`src/jbsp_defs.vh`:
```
// constants for the boundary-scan test port: instruction codes, tap states,
// identification word layout and boundary chain length.
// assumes inclusion by the design file jbsp_port.v and by the test bench.
`ifndef JBSP_DEFS_VH
`define JBSP_DEFS_VH

// ----------------------------------------
// instruction register
// ----------------------------------------
`define JBSP_IR_W 3
`define JBSP_OP_EXT 3'h0
`define JBSP_OP_IDENT 3'h1
`define JBSP_OP_SAMPLE 3'h2
`define JBSP_OP_CLAMP 3'h3
`define JBSP_OP_FLOAT 3'h4
`define JBSP_OP_MFG 3'h5
`define JBSP_OP_PASS 3'h7
`define JBSP_IR_CAPT 3'h1

// ----------------------------------------
// tap controller states
// ----------------------------------------
`define JBSP_ST_W 4
`define JBSP_ST_RESET 4'hF
`define JBSP_ST_IDLE 4'hC
`define JBSP_ST_SEL_DR 4'h7
`define JBSP_ST_CAP_DR 4'h6
`define JBSP_ST_SH_DR 4'h2
`define JBSP_ST_EX1_DR 4'h1
`define JBSP_ST_PA_DR 4'h3
`define JBSP_ST_EX2_DR 4'h0
`define JBSP_ST_UPD_DR 4'h5
`define JBSP_ST_SEL_IR 4'h4
`define JBSP_ST_CAP_IR 4'hE
`define JBSP_ST_SH_IR 4'hA
`define JBSP_ST_EX1_IR 4'h9
`define JBSP_ST_PA_IR 4'hB
`define JBSP_ST_EX2_IR 4'h8
`define JBSP_ST_UPD_IR 4'hD

// ----------------------------------------
// identification word and boundary chain
// ----------------------------------------
`define JBSP_ID_W 32
`define JBSP_ID_FIXED 1'b1
`define JBSP_MFG_W 11
`define JBSP_PART_W 16
`define JBSP_VER_W 4
`define JBSP_BS_IN 8
`define JBSP_BS_OUT 8
`define JBSP_BS_W 16

`endif

```
`src/jbsp_port.v`:
```
// boundary-scan test access port: tap controller, instruction register,
// identification word, one-bit pass stage and boundary chain.
// assumes tck, tms, tdi come from a tester off the clk domain; core pins are
// synchronous to clk.
`timescale 1ns/10ps
`include "jbsp_defs.vh"

module jbsp_port #(
  parameter [10:0] MFG_CODE = 11'h2AB,  // arbitrary value
  parameter [15:0] PART_CODE = 16'h1234,  // arbitrary value
  parameter [3:0] VER_CODE = 4'h1  // arbitrary value
) (
  input wire clk,  // system clock, 10 MHz
  input wire reset,  // synchronous, active high
  input wire tck,  // test clock pin
  input wire tms,  // mode select pin
  input wire tdi,  // test data in pin
  output reg tdo_r,  // test data out level
  output reg tdo_oe_r,  // high while tdo is driven
  input wire [7:0] pin_in,  // system input pins
  output reg [7:0] core_in_r,  // inputs handed to core
  input wire [7:0] core_out,  // core output values
  input wire [7:0] core_oe,  // core output enables
  output reg [7:0] pin_out_r,  // system output pin levels
  output reg [7:0] pin_oe_r,  // system output pin enables
  output reg [2:0] ir_r  // current instruction, for observation
);

  // ----------------------------------------
  // synchronisers and tck edge detection
  // ----------------------------------------
  reg tck_m_r, tck_s_r, tck_d_r;
  reg tms_m_r, tms_s_r;
  reg tdi_m_r, tdi_s_r;
  wire tck_rise;
  wire tck_fall;

  // two flops on every tester pin, a third on tck for edge detection
  always @(posedge clk)
  begin
    if (reset)
    begin
      tck_m_r <= 1'b0;
      tck_s_r <= 1'b0;
      tck_d_r <= 1'b0;
      tms_m_r <= 1'b1;
      tms_s_r <= 1'b1;
      tdi_m_r <= 1'b0;
      tdi_s_r <= 1'b0;
    end
    else
    begin
      tck_m_r <= tck;
      tck_s_r <= tck_m_r;
      tck_d_r <= tck_s_r;
      tms_m_r <= tms;
      tms_s_r <= tms_m_r;
      tdi_m_r <= tdi;
      tdi_s_r <= tdi_m_r;
    end
  end

  assign tck_rise = tck_s_r & ~tck_d_r;
  assign tck_fall = ~tck_s_r & tck_d_r;

  // ----------------------------------------
  // tap controller
  // ----------------------------------------
  reg [3:0] st_r;
  reg [3:0] st_nxt;

  // next state from tms
  always @*
  begin
    case (st_r)
      `JBSP_ST_RESET: st_nxt = tms_s_r ? `JBSP_ST_RESET : `JBSP_ST_IDLE;
      `JBSP_ST_IDLE: st_nxt = tms_s_r ? `JBSP_ST_SEL_DR : `JBSP_ST_IDLE;
      `JBSP_ST_SEL_DR: st_nxt = tms_s_r ? `JBSP_ST_SEL_IR : `JBSP_ST_CAP_DR;
      `JBSP_ST_CAP_DR: st_nxt = tms_s_r ? `JBSP_ST_EX1_DR : `JBSP_ST_SH_DR;
      `JBSP_ST_SH_DR: st_nxt = tms_s_r ? `JBSP_ST_EX1_DR : `JBSP_ST_SH_DR;
      `JBSP_ST_EX1_DR: st_nxt = tms_s_r ? `JBSP_ST_UPD_DR : `JBSP_ST_PA_DR;
      `JBSP_ST_PA_DR: st_nxt = tms_s_r ? `JBSP_ST_EX2_DR : `JBSP_ST_PA_DR;
      `JBSP_ST_EX2_DR: st_nxt = tms_s_r ? `JBSP_ST_UPD_DR : `JBSP_ST_SH_DR;
      `JBSP_ST_UPD_DR: st_nxt = tms_s_r ? `JBSP_ST_SEL_DR : `JBSP_ST_IDLE;
      `JBSP_ST_SEL_IR: st_nxt = tms_s_r ? `JBSP_ST_RESET : `JBSP_ST_CAP_IR;
      `JBSP_ST_CAP_IR: st_nxt = tms_s_r ? `JBSP_ST_EX1_IR : `JBSP_ST_SH_IR;
      `JBSP_ST_SH_IR: st_nxt = tms_s_r ? `JBSP_ST_EX1_IR : `JBSP_ST_SH_IR;
      `JBSP_ST_EX1_IR: st_nxt = tms_s_r ? `JBSP_ST_UPD_IR : `JBSP_ST_PA_IR;
      `JBSP_ST_PA_IR: st_nxt = tms_s_r ? `JBSP_ST_EX2_IR : `JBSP_ST_PA_IR;
      `JBSP_ST_EX2_IR: st_nxt = tms_s_r ? `JBSP_ST_UPD_IR : `JBSP_ST_SH_IR;
      `JBSP_ST_UPD_IR: st_nxt = tms_s_r ? `JBSP_ST_SEL_DR : `JBSP_ST_IDLE;
      default: st_nxt = `JBSP_ST_RESET;
    endcase
  end

  // state advances on each rising tck
  always @(posedge clk)
  begin
    if (reset)
      st_r <= `JBSP_ST_RESET;
    else if (tck_rise)
      st_r <= st_nxt;
  end

  // ----------------------------------------
  // instruction register and decode
  // ----------------------------------------
  reg [2:0] ir_sh_r;
  wire sel_bs;
  wire sel_id;
  wire test_mode;

  // ir shifts lsb first toward tdo, updates on update-ir
  always @(posedge clk)
  begin
    if (reset)
    begin
      ir_sh_r <= `JBSP_OP_IDENT;
      ir_r <= `JBSP_OP_IDENT;
    end
    else if (tck_rise)
    begin
      if (st_nxt == `JBSP_ST_RESET)
        ir_r <= `JBSP_OP_IDENT;
      else if (st_r == `JBSP_ST_CAP_IR)
        ir_sh_r <= `JBSP_IR_CAPT;
      else if (st_r == `JBSP_ST_SH_IR)
        ir_sh_r <= {tdi_s_r, ir_sh_r[2:1]};
      else if (st_r == `JBSP_ST_UPD_IR)
        ir_r <= ir_sh_r;
    end
  end

  // boundary chain for ext test and sample; id for ident; else pass stage
  assign sel_bs = (ir_r == `JBSP_OP_EXT) | (ir_r == `JBSP_OP_SAMPLE);
  assign sel_id = (ir_r == `JBSP_OP_IDENT);
  // reserved and other unknown codes fall to the pass stage
  assign test_mode = (ir_r == `JBSP_OP_EXT) | (ir_r == `JBSP_OP_CLAMP);

  // ----------------------------------------
  // data registers
  // ----------------------------------------
  reg [31:0] id_sh_r;
  reg pass_r;
  reg [15:0] bs_sh_r;
  reg [15:0] bs_upd_r;
  wire [31:0] id_word;

  assign id_word = {VER_CODE, PART_CODE, MFG_CODE, `JBSP_ID_FIXED};

  // capture, shift and update of the selected data register
  always @(posedge clk)
  begin
    if (reset)
    begin
      id_sh_r <= 32'h0;
      pass_r <= 1'b0;
      bs_sh_r <= 16'h0;
      bs_upd_r <= 16'h0;
    end
    else if (tck_rise)
    begin
      if (st_r == `JBSP_ST_CAP_DR)
      begin
        id_sh_r <= id_word;
        pass_r <= 1'b0;
        if (sel_bs)
          bs_sh_r <= {core_out, pin_in};
      end
      else if (st_r == `JBSP_ST_SH_DR)
      begin
        if (sel_id)
          id_sh_r <= {tdi_s_r, id_sh_r[31:1]};
        else if (sel_bs)
          bs_sh_r <= {tdi_s_r, bs_sh_r[15:1]};
        else
          pass_r <= tdi_s_r;
      end
      else if (st_r == `JBSP_ST_UPD_DR && sel_bs)
        bs_upd_r <= bs_sh_r;
    end
  end

  // ----------------------------------------
  // tdo: falling tck, driven only in shift states
  // ----------------------------------------
  always @(posedge clk)
  begin
    if (reset)
    begin
      tdo_r <= 1'b0;
      tdo_oe_r <= 1'b0;
    end
    else if (tck_fall)
    begin
      tdo_oe_r <= (st_r == `JBSP_ST_SH_DR) | (st_r == `JBSP_ST_SH_IR);
      if (st_r == `JBSP_ST_SH_IR)
        tdo_r <= ir_sh_r[0];
      else if (sel_id)
        tdo_r <= id_sh_r[0];
      else if (sel_bs)
        tdo_r <= bs_sh_r[0];
      else
        tdo_r <= pass_r;
    end
  end

  // ----------------------------------------
  // pin multiplexing
  // ----------------------------------------
  always @(posedge clk)
  begin
    if (reset)
    begin
      core_in_r <= 8'h00;
      pin_out_r <= 8'h00;
      pin_oe_r <= 8'h00;
    end
    else
    begin
      core_in_r <= pin_in;
      if (ir_r == `JBSP_OP_FLOAT)
      begin
        pin_out_r <= 8'h00;
        pin_oe_r <= 8'h00;
      end
      else if (test_mode)
      begin
        pin_out_r <= bs_upd_r[15:8];
        pin_oe_r <= 8'hFF;
      end
      else
      begin
        pin_out_r <= core_out;
        pin_oe_r <= core_oe;
      end
    end
  end

endmodule // jbsp_port

```
`config.mk`:
```
export PLATFORM = sky130hd
export DESIGN_NAME = jbsp_port
export DESIGN_NICKNAME = d
export VERILOG_FILES = /design/src/jbsp_port.v
export VERILOG_INCLUDE_DIRS = /design/src
export SDC_FILE = /design/constraint.sdc
export NUM_CORES = 1
export LEC_CHECK = 0
export ABC_AREA = 0
export BUFFER_PORTS_ARGS = -buffer_cell sky130_fd_sc_hd__clkbuf_2
export CAP_MARGIN = 20
export CORE_UTILIZATION = 49
export DETAILED_ROUTE_END_ITERATION = 7
export GPL_ROUTABILITY_DRIVEN = 0
export PLACE_DENSITY = 0.76
export SLEW_MARGIN = 20
export SYNTH_ARGS = -nofsm -noshare
export SYNTH_HDL_FRONTEND = slang
export SYNTH_SLANG_ARGS = --single-unit
```
`constraint.sdc`:
```
create_clock -name clk -period 2 [get_ports clk]
set_input_delay 0.3 -clock clk [delete_from_list [all_inputs] [get_ports clk]]
set_output_delay 0.3 -clock clk [all_outputs]
set_load 0.01 [all_outputs]
```
==> results.json <==
{
  "worst_ep_required_time_ns": 2.26,
  "final_layout_size_suffix_gt1_share_pct": 23.33,
  "hold_viol_final": 0,
  "worst_clock_skew_ns": 0.01292,
  "switchingPower_w": 0.0008925,
  "final.min_clock_period_ns": 1.789,
  "worst-slew-pin-transition_ns": 1.030,
  "syn_nets": 490,
  "syn-mean-instance-area_sq_um": 9.621,
  "min_period_over_period_pct": 89.43,
  "seq_area_frac_synth_pct": 45.13,
  "internal_power_w": 0.002595,
  "rsz0062_at_grt": "false",
  "cp_data_arrival_time_ns": 2.05,
  "power_density_nw_per_um2": 704.5,
  "filler_cell_count": 801,
  "total_detailed_routing_wirelength_um": 9235,
  "antenna_cells_inserted": 0,
  "setup.worst_path.class": "reg -> reg",
  "clock_tree_buf_depth": 2,
  "die_width_um": 97.14,
  "synth_seq_cells": 100,
  "report.final.setup_viol": 0,
  "area_of_the_die_sq_um": 9436,
  "detailedRoute.firstPassIterationCount": 5,
  "die_height_um": 97.14,
  "worst_slew_margin_rel_pct": 31.14,
  "cts.sink_count": 100,
  "hold_path_class": "in -> reg",
  "place.detailed.instances": 603,
  "layout-area-overhead-vs-synth_pct": 11.59,
  "p_comb_share_pct": 5.9,
  "max_stage_delay_ns": 0.46,
  "slew_violations": 0,
  "rows": 34,
  "yosysWarnings": 0,
  "r2r_setup_slack_ns": 0.21,
  "grt.total_usage_pct": 20.33,
  "numCtsBuffers": 9,
  "leakagePower_nw": 2.014,
  "grt_first_pass_wirelength_um": 15690,
  "setup_tns_ns": 0,
  "synth.top_cell.area_share_pct": 45.13,
  "synth.most_common_cell": "sky130_fd_sc_hd__dfxtp_1",
  "tritoncts": "done",
  "h_tree_depth": 3,
  "synth_top_flop_cell": "sky130_fd_sc_hd__dfxtp_1",
  "final_net_count": 535,
  "clock-root-buffer": "sky130_fd_sc_hd__clkbuf_8",
  "grt_pass1_vias": 3325,
  "syn_area_sq_um": 4436,
  "cts.hold.buffers_added": 0,
  "synth_top_area_cell": "sky130_fd_sc_hd__dfxtp_1",
  "io-pin-count": 58,
  "maxCapViolations": 0,
  "synth_cells": 461,
  "switching_share_pct": 25.60,
  "cp-end-kind": "flip-flop",
  "vias_per_cell": 5.748,
  "final_cells": 618,
  "portBuffers": 57,
  "status": "finished clean",
  "drtAntennaViolNets": 0,
  "num_vias": 3552,
  "placeableCoreArea_sq_um": 8763,
  "route.detailed.wl_per_inst_um": 14.94,
  "hpwl_um": 6296,
  "p_seq_share_pct": 58.9,
  "detail_route.drc_violations": 0,
  "synth.distinct_cells": 55,
  "initial_utilization_pct": 50.61,
  "crit_fanout": 18,
  "worstSkewPairLatency_ns": 0.37,
  "timing.critical_path.from_type": "flip-flop",
  "drt-initial-drc-count": 208,
  "grt_antenna_before_repair": 0,
  "cts-resized-gates": 0,
  "async_reset_ff_share_pct": 0,
  "critical_path.slowest_cell": "sky130_fd_sc_hd__and4bb_2",
  "largest_net_degree_at_the_start_of_global_routing": 70,
  "critical_path.cell_chain": "and4bb_2, o211a_1, buf_12, mux2_2",
  "clockPowerShare_pct": 35.3,
  "yosys-top-cells-area": "sky130_fd_sc_hd__dfxtp_1, sky130_fd_sc_hd__mux2i_1, sky130_fd_sc_hd__nand2b_1",
  "number_of_flops_mapped_to_enable_cells_by_yosys": 0,
  "grt_overflow": 0,
  "netlist_top_cells_count": "sky130_fd_sc_hd__dfxtp_1, sky130_fd_sc_hd__a21oi_1, sky130_fd_sc_hd__nand2_1, sky130_fd_sc_hd__nand2b_1, sky130_fd_sc_hd__nor2b_1",
  "cts.reportedPaths.clkPinSlew_ns": 0.10,
  "post-cts-setup-buffer-count": 0,
  "design_power_total_w": 0.003487,
  "vdd.ir_drop.worst_mv": 0.3861,
  "maxClockFrequency_ghz": 0.5591
}
cells in the final DEF, fill, tap and decap left out, drive strengths merged, types with 7 or more instances in the layout:
cell type,n
nand2b,31
dfxtp,100
clkbuf,66
a21oi,38
inv,10
o21a,8
o31ai,8
mux2i,22
o21bai,16
mux2,10
nand3,11
nor2b,26
a31oi,7
nand4,11
o21ai,13
buf,18
nor2,16
a311oi,17
nand2,38
worst max-delay path: cells and delay by family (launching register included):
family / cells / cell delay [ns]
AOI/OAI and AO/OA: 1 / 0.23
buffers and inverters: 1 / 0.18
DFF: 1 / 0.45
muxes: 1 / 0.35
and+or+nand+nor: 1 / 0.46
cells by family (layout without fill, tap and decap cells):
kind of cell | after synthesis | in the layout | share of synthesized area [%]
AND/OR/NAND/NOR | 159 | 159 | 21.19
AO/OA/AOI/OAI | 121 | 121 | 19.29
flip-flops | 100 | 100 | 45.13
buffers and inverters | 47 | 96 | 6.318
multiplexers | 32 | 32 | 7.673
XOR/XNOR | 2 | 2 | 0.3950
power groups by stage:
stage	Clock, W	Sequential [W]	Combinational (W)
after floorplan	0	0.00210	0.000113
after global placement	0	0.00210	0.000200
after detailed placement	0	0.00210	0.000204
after CTS	0.00124	0.00205	0.000205
after global routing	0.00133	0.00206	0.000224
final	0.00123	0.00205	0.000205
final cells by class:
type                            count  area, sq um  area share (%)
Clock buffer                        9        123.9           2.503
Clock inverter                      6        55.05           1.112
Inverter                            6        22.52          0.4550
Multi-Input combinational cell    314         2153           43.50
Sequential cell                   100         2002           40.44
Tap cell                          108        135.1           2.730
Timing Repair Buffer               75        457.9           9.252
final timing paths:
| path | startpoint | end | depth (start not counted) |
|---|---|---|---|
| setup / recovery | st_r[0]$_SDFFE_PP1P_ | id_sh_r[5]$_SDFFE_PP0P_ | 4 |
| hold / removal | tms | tms_m_r$_SDFF_PP1_ | 2 |
| setup reg to reg | st_r[0]$_SDFFE_PP1P_ | id_sh_r[5]$_SDFFE_PP0P_ | 4 |
| hold reg to reg | tms_m_r$_SDFF_PP1_ | tms_s_r$_SDFF_PP1_ | 1 |
registers in the layout, summed over array words and instances, names as in the netlist:
register and flops:
pass_r 1, tms_m_r 1, pin_out_r 8, tms_s_r 1, tdi_s_r 1, tdo_oe_r 1
tdo_r 1, st_r 4, tdi_m_r 1, ir_sh_r 3, core_in_r 8, tck_d_r 1
bs_sh_r 16, tck_m_r 1, id_sh_r 32, pin_oe_r 8, tck_s_r 1, ir_r 3
bs_upd_r 8
layer usage:
metal  up-vias  part of all wire [%]  track usage [%]
met5         -                     0                0
met4         0                   1.8            8.726
met3        16                   4.7            3.309
met2       104                    46            31.91
met1      1700                    47            27.65
li1       1732                     -                -
per-stage QoR:
stage | util [%] | hold slack [ns] | setup slack [ns] | instance area [sq um]
CTS | 56.48 | 0.1043 | 0.1985 | 4950
finish | 56.48 | 0.1089 | 0.2113 | 4950
detailed placement | 54.44 | 0.3997 | 0.2095 | 4771
floorplan | - | 0.3895 | 0.4285 | 4436
global placement | 54.44 | 0.3957 | 0.2921 | 4771
global route | 56.48 | 0.09985 | 0.07540 | 4950
Note: power is estimated with default switching activity, not from simulation.
